<file path="config.mk">
export PLATFORM = sky130hd
export DESIGN_NAME = iatrap_unit
export DESIGN_NICKNAME = d
export VERILOG_FILES = /design/src/shared/iatrap_pkg.sv /design/src/hw/iatrap_channel.sv /design/src/hw/iatrap_unit.sv
export SDC_FILE = /design/constraint.sdc
export NUM_CORES = 1
export LEC_CHECK = 0
export ABC_AREA = 1
export ABC_CLOCK_PERIOD_IN_PS = 2700
export BUFFER_PORTS_ARGS = -buffer_cell sky130_fd_sc_hd__buf_2
export CAP_MARGIN = 20
export CORE_ASPECT_RATIO = 1.25
export CORE_MARGIN = 2
export CORE_UTILIZATION = 50
export DETAILED_ROUTE_END_ITERATION = 12
export GPL_ROUTABILITY_DRIVEN = 1
export PLACE_DENSITY = 0.75
export SLEW_MARGIN = 20
export SYNTH_ARGS = -nofsm -noshare
export SYNTH_HDL_FRONTEND = slang
export SYNTH_SLANG_ARGS = --single-unit
</file>
<file path="constraint.sdc">
create_clock -name clk_sys -period 2.7 [get_ports clk_sys]
set_clock_uncertainty 0.2 [all_clocks]
set_input_delay 0.27 -clock clk_sys [delete_from_list [all_inputs] [get_ports clk_sys]]
set_output_delay 0.27 -clock clk_sys [all_outputs]
set_load 0.02 [all_outputs]
</file>
<file path="src/shared/iatrap_pkg.sv">
// Constants shared by the instruction address trap unit and its bench.
// Assumes a 32-bit APB slave with one byte register per aligned word.
package iatrap_pkg;

	// ---------------------------------------------------------------
	// Register indices; byte address is four times the index.
	// ---------------------------------------------------------------
	localparam logic [15:0] TRAP_ADDRESS_0_IDX = 16'hFFB0;
	localparam logic [15:0] TRAP_ADDRESS_1_IDX = 16'hFFB3;
	localparam logic [15:0] TRAP_ADDRESS_2_IDX = 16'hFFB6;
	localparam logic [15:0] TRAP_CONTROL_IDX = 16'hFFB9;
	localparam logic [15:0] TRAP_STATUS_IDX = 16'hFFBA;
	localparam logic [15:0] TRAP_MASK_IDX = 16'hFFBB;
	localparam int unsigned REGS_PER_CHANNEL = 3;
	localparam int unsigned IDX_LSB = 2;
	localparam int unsigned IDX_MSB = 17;

	// ---------------------------------------------------------------
	// Field layout and reset values.
	// ---------------------------------------------------------------
	localparam int unsigned ADDR_WIDTH = 24;
	localparam int unsigned BYTE_WIDTH = 8;
	localparam logic [23:0] TRAP_ADDRESS_RESET = 24'hF00000;
	localparam logic [7:0] CONTROL_RESERVED_ONES = 8'hF8;
	localparam logic [7:0] MASK_RESET = 8'h00;
	localparam int unsigned HIGH_BYTE_SEL = 0;
	localparam int unsigned MID_BYTE_SEL = 1;
	localparam int unsigned LOW_BYTE_SEL = 2;

	// ---------------------------------------------------------------
	// Timing.
	// ---------------------------------------------------------------
	localparam int unsigned TRAP_DELAY_STATES = 2;

	typedef enum logic [1:0] {
		IATRAP_IDLE = 2'b00,
		IATRAP_COUNT = 2'b01,
		IATRAP_RAISED = 2'b11
	} iatrap_state_t;

endpackage : iatrap_pkg
</file>
<file path="src/hw/iatrap_channel.sv">
// One trap channel: compares its stored even address with the prefetch address.
// Assumes the address and prefetch strobe come from logic on the same clock.
`timescale 1ns/1ps
module iatrap_channel
	import iatrap_pkg::*;
#(
	parameter int unsigned AW = ADDR_WIDTH
) (
	input wire logic clk_sys,
	input wire logic reset,
	input wire logic [AW-1:1] trap_addr,
	input wire logic active,
	input wire logic fetch_now,
	input wire logic [AW-1:0] cpu_addr,
	output logic hit
);

	// Bit 0 of the address bus never takes part, so any odd byte of an
	// instruction word would also match; software places traps on even starts.
	always_comb begin
		hit = active && fetch_now && (cpu_addr[AW-1:1] == trap_addr);
	end

endmodule // iatrap_channel

</file>
<file path="src/hw/iatrap_unit.sv">
// Instruction address trap unit with an APB register slave.
// Assumes the CPU core drives address, prefetch, state and completion strobes on clk_sys.
`timescale 1ns/1ps
// Overview of operation
// - Three independent channels, each with its own address and enable.
// - Control bits 7 to 3 ignore writes and read as one.
// - Control bits 2, 1, 0 enable channels 2, 1, 0; reset disables all.
// - Each address sits in high, middle and low byte registers.
// - Low byte bit 0 is fixed at zero, so addresses are even.
// - Enabled channel matching bus bits 23 to 1 raises a trap request.
// - Comparison covers the whole even 24-bit address range.
// - Trap request rises two CPU states after the matching prefetch.
// - Handling starts when the instruction running in that state completes.
// - A newly set enable starts matching after one more instruction.
// - Taken short branch: trap after the branch target instruction runs.
// - Not-taken short branch: trap after trapped instruction and next prefetch.
// - Not-taken long branch: trap after one or two instructions by length.
// - Trap at untaken branch target: after next instruction, or two if short.
// - After subroutine branch or indirect jumps: trap after target prefetch.
// - After return: trap once stack restored and return target prefetched.
// - After a branch the timing and stacked address depend on the outcome.
module iatrap_unit
	import iatrap_pkg::*;
#(
	parameter int unsigned NUM_CH = 3,
	parameter int unsigned DELAY_STATES = TRAP_DELAY_STATES
) (
	input wire logic clk_sys,
	input wire logic reset,
	input wire logic psel,
	input wire logic penable,
	input wire logic pwrite,
	input wire logic [31:0] paddr,
	input wire logic [31:0] pwdata,
	input wire logic [3:0] pstrb,
	output logic [31:0] prdata,
	output logic pready,
	output logic pslverr,
	input wire logic [ADDR_WIDTH-1:0] cpu_addr,
	input wire logic cpu_prefetch,
	input wire logic cpu_state_en,
	input wire logic cpu_insn_done,
	output logic trap_irq,
	output logic trap_take,
	output logic irq
);

	// ---------------------------------------------------------------
	// Elaboration checks.
	// ---------------------------------------------------------------
	if (NUM_CH != 3) begin : g_bad_ch
		$error("iatrap_unit: the register map holds exactly three channels");
	end
	if (DELAY_STATES < 1 || DELAY_STATES > 7) begin : g_bad_delay
		$error("iatrap_unit: delay must be between 1 and 7 states");
	end

	// ---------------------------------------------------------------
	// Register state.
	// ---------------------------------------------------------------
	localparam logic [2:0] DELAY_LAST = 3'(DELAY_STATES - 1);
	localparam logic [2:0] COUNT_ONE = 3'h1;

	logic [ADDR_WIDTH-1:1] tar_q [NUM_CH];
	logic [NUM_CH-1:0] enable_q;
	logic [NUM_CH-1:0] armed_q;
	logic [NUM_CH-1:0] status_q;
	logic [NUM_CH-1:0] mask_q;
	logic [NUM_CH-1:0] hit;
	logic [NUM_CH-1:0] active;
	logic [31:0] prdata_q;
	logic [31:0] prdata_d;
	logic pready_q;
	logic pslverr_q;
	logic pslverr_d;
	logic trap_irq_q;
	logic trap_take_q;
	logic irq_q;
	logic [2:0] count_q;
	iatrap_state_t state_q;

	logic [15:0] word_idx;
	logic access;
	logic commit;
	logic wr_commit;
	logic byte_wr;
	logic fetch_now;
	logic any_hit;

	assign word_idx = paddr[IDX_MSB:IDX_LSB];
	assign access = psel && penable;
	// The slave answers one cycle into the access phase; data moves only here.
	assign commit = access && pready_q;
	assign wr_commit = commit && pwrite && !pslverr_q;
	assign byte_wr = wr_commit && pstrb[0];
	assign fetch_now = cpu_prefetch && cpu_state_en;
	assign any_hit = |hit;

	// ---------------------------------------------------------------
	// Trap channels.
	// ---------------------------------------------------------------
	for (genvar ch = 0; ch < NUM_CH; ch++) begin : g_ch
		localparam logic [15:0] BASE = 16'(TRAP_ADDRESS_0_IDX + ch * REGS_PER_CHANNEL);
		localparam logic [15:0] HI_IDX = 16'(BASE + HIGH_BYTE_SEL);
		localparam logic [15:0] MID_IDX = 16'(BASE + MID_BYTE_SEL);
		localparam logic [15:0] LO_IDX = 16'(BASE + LOW_BYTE_SEL);

		// Each channel is written through its own three byte windows.
		always_ff @(posedge clk_sys) begin
			if (reset) begin
				tar_q[ch] <= TRAP_ADDRESS_RESET[ADDR_WIDTH-1:1];
			end else if (byte_wr) begin
				if (word_idx == HI_IDX) begin
					tar_q[ch][23:16] <= pwdata[7:0];
				end
				if (word_idx == MID_IDX) begin
					tar_q[ch][15:8] <= pwdata[7:0];
				end
				if (word_idx == LO_IDX) begin
					tar_q[ch][7:1] <= pwdata[7:1];
				end
			end
		end

		// A fresh enable waits for one completed instruction before it arms,
		// so the instruction that wrote the enable can never trap itself.
		always_ff @(posedge clk_sys) begin
			if (reset) begin
				enable_q[ch] <= 1'b0;
				armed_q[ch] <= 1'b0;
			end else if (byte_wr && word_idx == TRAP_CONTROL_IDX) begin
				enable_q[ch] <= pwdata[ch];
				if (pwdata[ch] && !enable_q[ch]) begin
					armed_q[ch] <= 1'b0;
				end else if (!pwdata[ch]) begin
					armed_q[ch] <= 1'b0;
				end else if (cpu_insn_done) begin
					armed_q[ch] <= 1'b1;
				end
			end else if (cpu_insn_done && enable_q[ch]) begin
				armed_q[ch] <= 1'b1;
			end
		end

		assign active[ch] = enable_q[ch] && armed_q[ch];

		iatrap_channel #(
			.AW(ADDR_WIDTH)
		) u_channel (
			.clk_sys(clk_sys),
			.reset(reset),
			.trap_addr(tar_q[ch]),
			.active(active[ch]),
			.fetch_now(fetch_now),
			.cpu_addr(cpu_addr),
			.hit(hit[ch])
		);

		// Hardware sets win over a write-one-to-clear in the same cycle.
		always_ff @(posedge clk_sys) begin
			if (reset) begin
				status_q[ch] <= 1'b0;
			end else if (hit[ch]) begin
				status_q[ch] <= 1'b1;
			end else if (byte_wr && word_idx == TRAP_STATUS_IDX && pwdata[ch]) begin
				status_q[ch] <= 1'b0;
			end
		end
	end

	// ---------------------------------------------------------------
	// Interrupt mask and level output.
	// ---------------------------------------------------------------
	always_ff @(posedge clk_sys) begin
		if (reset) begin
			mask_q <= MASK_RESET[NUM_CH-1:0];
		end else if (byte_wr && word_idx == TRAP_MASK_IDX) begin
			mask_q <= pwdata[NUM_CH-1:0];
		end
	end

	always_ff @(posedge clk_sys) begin
		if (reset) begin
			irq_q <= 1'b0;
		end else begin
			irq_q <= |(status_q & mask_q);
		end
	end

	// ---------------------------------------------------------------
	// Trap sequencer toward the CPU exception logic.
	// ---------------------------------------------------------------
	// Branch, return and jump cases need no special path here: they differ only
	// in which addresses the core prefetches and when instructions complete.
	// A match counts even if the core later discards that prefetch, so the
	// trap can land after a branch target and stack that target.
	always_ff @(posedge clk_sys) begin
		if (reset) begin
			state_q <= IATRAP_IDLE;
			count_q <= '0;
			trap_irq_q <= 1'b0;
			trap_take_q <= 1'b0;
		end else begin
			trap_take_q <= 1'b0;
			case (state_q)
				IATRAP_IDLE: begin
					if (any_hit) begin
						state_q <= IATRAP_COUNT;
						count_q <= '0;
					end
				end
				IATRAP_COUNT: begin
					if (cpu_state_en) begin
						if (count_q == DELAY_LAST) begin
							state_q <= IATRAP_RAISED;
							trap_irq_q <= 1'b1;
						end else begin
							count_q <= count_q + COUNT_ONE;
						end
					end
				end
				IATRAP_RAISED: begin
					// Completion seen in the raising cycle does not count, so a
					// one-state instruction there pushes the trap one further.
					if (cpu_insn_done) begin
						state_q <= IATRAP_IDLE;
						trap_irq_q <= 1'b0;
						trap_take_q <= 1'b1;
					end
				end
				default: begin
					state_q <= IATRAP_IDLE;
					trap_irq_q <= 1'b0;
				end
			endcase
		end
	end

	// ---------------------------------------------------------------
	// APB slave: one wait state, error on unmapped words.
	// ---------------------------------------------------------------
	always_comb begin
		prdata_d = '0;
		pslverr_d = 1'b1;
		for (int ch = 0; ch < NUM_CH; ch++) begin
			if (word_idx == 16'(TRAP_ADDRESS_0_IDX + ch * REGS_PER_CHANNEL + HIGH_BYTE_SEL)) begin
				prdata_d[7:0] = tar_q[ch][23:16];
				pslverr_d = 1'b0;
			end
			if (word_idx == 16'(TRAP_ADDRESS_0_IDX + ch * REGS_PER_CHANNEL + MID_BYTE_SEL)) begin
				prdata_d[7:0] = tar_q[ch][15:8];
				pslverr_d = 1'b0;
			end
			if (word_idx == 16'(TRAP_ADDRESS_0_IDX + ch * REGS_PER_CHANNEL + LOW_BYTE_SEL)) begin
				prdata_d[7:0] = {tar_q[ch][7:1], 1'b0};
				pslverr_d = 1'b0;
			end
		end
		if (word_idx == TRAP_CONTROL_IDX) begin
			prdata_d[7:0] = CONTROL_RESERVED_ONES | {5'h00, enable_q};
			pslverr_d = 1'b0;
		end
		if (word_idx == TRAP_STATUS_IDX) begin
			prdata_d[7:0] = {5'h00, status_q};
			pslverr_d = 1'b0;
		end
		if (word_idx == TRAP_MASK_IDX) begin
			prdata_d[7:0] = {5'h00, mask_q};
			pslverr_d = 1'b0;
		end
		if (paddr[IDX_LSB-1:0] != 2'h0 || paddr[31:IDX_MSB+1] != '0) begin
			prdata_d = '0;
			pslverr_d = 1'b1;
		end
	end

	always_ff @(posedge clk_sys) begin
		if (reset) begin
			pready_q <= 1'b0;
			pslverr_q <= 1'b0;
			prdata_q <= '0;
		end else if (access && !pready_q) begin
			pready_q <= 1'b1;
			pslverr_q <= pslverr_d;
			prdata_q <= pwrite ? 32'h0000_0000 : prdata_d;
		end else begin
			pready_q <= 1'b0;
			pslverr_q <= 1'b0;
			prdata_q <= '0;
		end
	end

	assign prdata = prdata_q;
	assign pready = pready_q;
	assign pslverr = pslverr_q;
	assign trap_irq = trap_irq_q;
	assign trap_take = trap_take_q;
	assign irq = irq_q;

endmodule // iatrap_unit

</file>
==> impl_metrics.ini <==
[detailed_routing]
drt_iter0_drc = 606
vias = 5391
ant_nets = 0
drc = 0
routed_wl_mm = 16.9
viasPerCell = 5.68
routedWlPerCell_um = 17.8
dr.pass1.iters = 6

[synth]
synth_top_area_share_pct = 35.9
synthDistinctLibCells = 47
synthFlopType = edfxtp_1
yosysSeqAreaShare_pct = 46.2
synth_compound_area_share_pct = 8.83
yosys.area.top_type = edfxtp_1
synth_edf_count = 69
yosysMostFrequentCell = nand2_1
synthesis.area_um2 = 5780
yosysWarningCount = 0
synth_common_cells = nand2_1, nor2_1, edfxtp_1
synth-xor-area-share_pct = 6.67
synth_fa_ha_area_share_pct = 0.433
synth_top_family_by_area = simple AND/OR/NAND/NOR gates
syn_area_per_cell_um2 = 8.15
synth-simple-area-share_pct = 28.5
async_reset_ff_share_pct = 0
ys_top_cells_by_area = edfxtp_1, dfxtp_1, nand2_1
synth-seq-cells = 99
syn_inst = 709
synth.area.mux_share_pct = 0

[die]
die_x_um = 100
initial_core_util_pct = 51.6
num_rows = 43
core_area_um2 = 11200
die-height_um = 124
io_pins = 137
die_area_um2 = 12400

[grt]
track_usage_pct = 27.3
grt_pass1_vias = 5176
antenna_found_initial = 1
grt_pass1_wl_mm = 26.0
grt_max_degree = 17
overflow = 0

[worst_hold_path]
hold_class = primary input to flip-flop

[power]
p_sw_mw = 0.790
p_leak_nw = 2.81
p_int_mw = 2.56
switching_share_pct = 23.6
comb_power_share_pct = 9.3
p_per_area_nw_per_um2 = 503
pwr-share-clk_pct = 40.7
pwr-share-seq_pct = 50.0
peakVddDrop_v = 0.000279

[critical_path]
reg2reg_from = tar_q[0][0]
setup.worst_path.start_class = primary input
ff2ff_setup_slack_ns = 0.36
startpoint = penable
path_class = primary input to flip-flop
crit_end = prdata[3]
reg2reg_to = count_q[2]
cp.arrival_ns = 2.62
reg2regPathDepth = 9
critPathMaxStageDelay_ns = 0.56
required_ns = 2.77
crit_path_cell_trace = dlygate4sd3_1, buf_2, nand2_1, dlygate4sd3_1, nor3_1, inv_1, nor3_1, o21ai_1, a21oi_1
worst-path-max-fanout = 5
cp-end-kind = flip-flop
slowest_stage = dlygate4sd3_1

[placed_design]
hpwl_mm = 12.9
dp_slack_ns = 0.213
place_congestion = 1.00
portBuffers = 84

[sta]
maxSlewViolCount = 0
period_needed_ns = 2.55
tightest_slew_ns = 0.621
fin_ws_ns = 0.147
fmax_mhz = 392
setup_viol = 0
holdWs_ns = 0.0203
hold_violations = 0
min_period_over_period_pct = 94.5
fin_setup_tns_ns = 0
rsz0062_at_grt = no
maxSlewHeadroom_pct = 58.3

[clock_network]
clkLatencyLatePin_ns = 0.35
ctsRootBufferMaster = clkbuf_16
cts.reportedPaths.clkPinSlew_ns = 0.07
cts_buffers = 9
cts_max_path_buffers = 2
htree_levels = 3
cts_tree = done
cts.sink_count = 99

[layout]
fin_util_pct = 59.5
area_delta_synth_final_pct = 15.3
drive_gt1_share_pct = 18.8
fin_nets = 910

[job]
cap_violations = 0

[run_status]
status = finished, final reports clean
-- power by group through the flow --
stage               registers, mW  logic, mW  clock network (mW)
floorplan                    1.70      0.197                   0
global placement             1.71      0.291                   0
detailed placement           1.71      0.301                   0
CTS                          1.67      0.307                1.37
global route                 1.68      0.337                1.44
finish                       1.67      0.310                1.36
-- worst max-delay path, delay by kind of cell --
family,cells,cell delay (ns)
buffers and inverters,4,1.27
and+or+nand+nor,3,0.61
AOI/OAI and AO/OA,2,0.47
-- final cells by class --
cell class	instances	area, um2
sequential	99	2670
timing repair buffer	98	533
clock inverter	3	45.0
tap	135	169
clock buffer	13	272
multi-input combinational	518	2660
inverter	82	313
fill	996	4530
antenna	1	2.50
-- how the worst min path moves through the flow --
stage / start / to / slack, ns / cells after the start
2_1_floorplan: reset / pready / 0.16 / 1
3_3_place_gp: pready / pready / 0.24 / 1
3_5_place_dp: pready / pready / 0.26 / 1
4_1_cts: pwrite / prdata[1] / 0.01 / 4
5_1_grt: pwrite / prdata[1] / 0.05 / 4
6_report: pwrite / prdata[1] / 0.02 / 4
-- state kept, by name, summed over array words and instances (netlist names), 2 cells and up --
signal    flops
count_q       3
status_q      3
tar_q        69
enable_q      3
state_q       2
prdata        8
mask_q        3
armed_q       3
-- timing repair --
item,4_1_cts,5_1_grt
setup buffers,0,0
endpoints found under the setup margin,0,5
hold buffers,3,0
hold endpoints to repair,2,0
resized for setup,0,1
-- through the flow --
| step | instance area [um2] | total power [mW] | std cells |
|---|---|---|---|
| 2_1_floorplan | 5870 | 1.89 | 732 |
| 5_1_grt | 6660 | 3.45 | 949 |
| 3_5_place_dp | 6310 | 2.01 | 929 |
| 4_1_cts | 6660 | 3.35 | 948 |
| 6_report | 6660 | 3.35 | 949 |
| 3_3_place_gp | 6310 | 2.00 | 929 |
-- cells in the final DEF, fill, tap and decap left out, drive strengths merged, types with 3 or more instances in the layout --
cell type / n
nand2: 143
nand3: 36
xor2: 6
or2: 20
a21oi: 33
buf: 95
dfxtp: 30
xnor2: 38
inv: 74
o21bai: 3
dlygate4sd3: 3
edfxtp: 69
nand4: 20
nand3b: 3
nor3: 18
o211ai: 3
a221oi: 3
clkinv: 8
nor4: 6
a21o: 3
nor2: 108
o21ai: 39
clkbuf: 13
conb: 24
-- cells by family (layout without fill, tap and decap cells) --
logic type      count (synthesis)  in the layout
fa+ha+maj                       2              2
other cells                     1             25
compound gates                 91             91
simple gates                  357            357
xor+xnor                       44             44
flops                          99             99
buf+inv                       115            196
-- per-layer routing --
| layer | part of all wire [%] | track usage (%) |
|---|---|---|
| met1 | 38 | 33.9 |
| met2 | 47 | 44.3 |
| met3 | 9.3 | 4.50 |
| met4 | 5.8 | 15.6 |
| met5 | 0 | 0 |
Note: power is estimated with default switching activity, not from simulation.
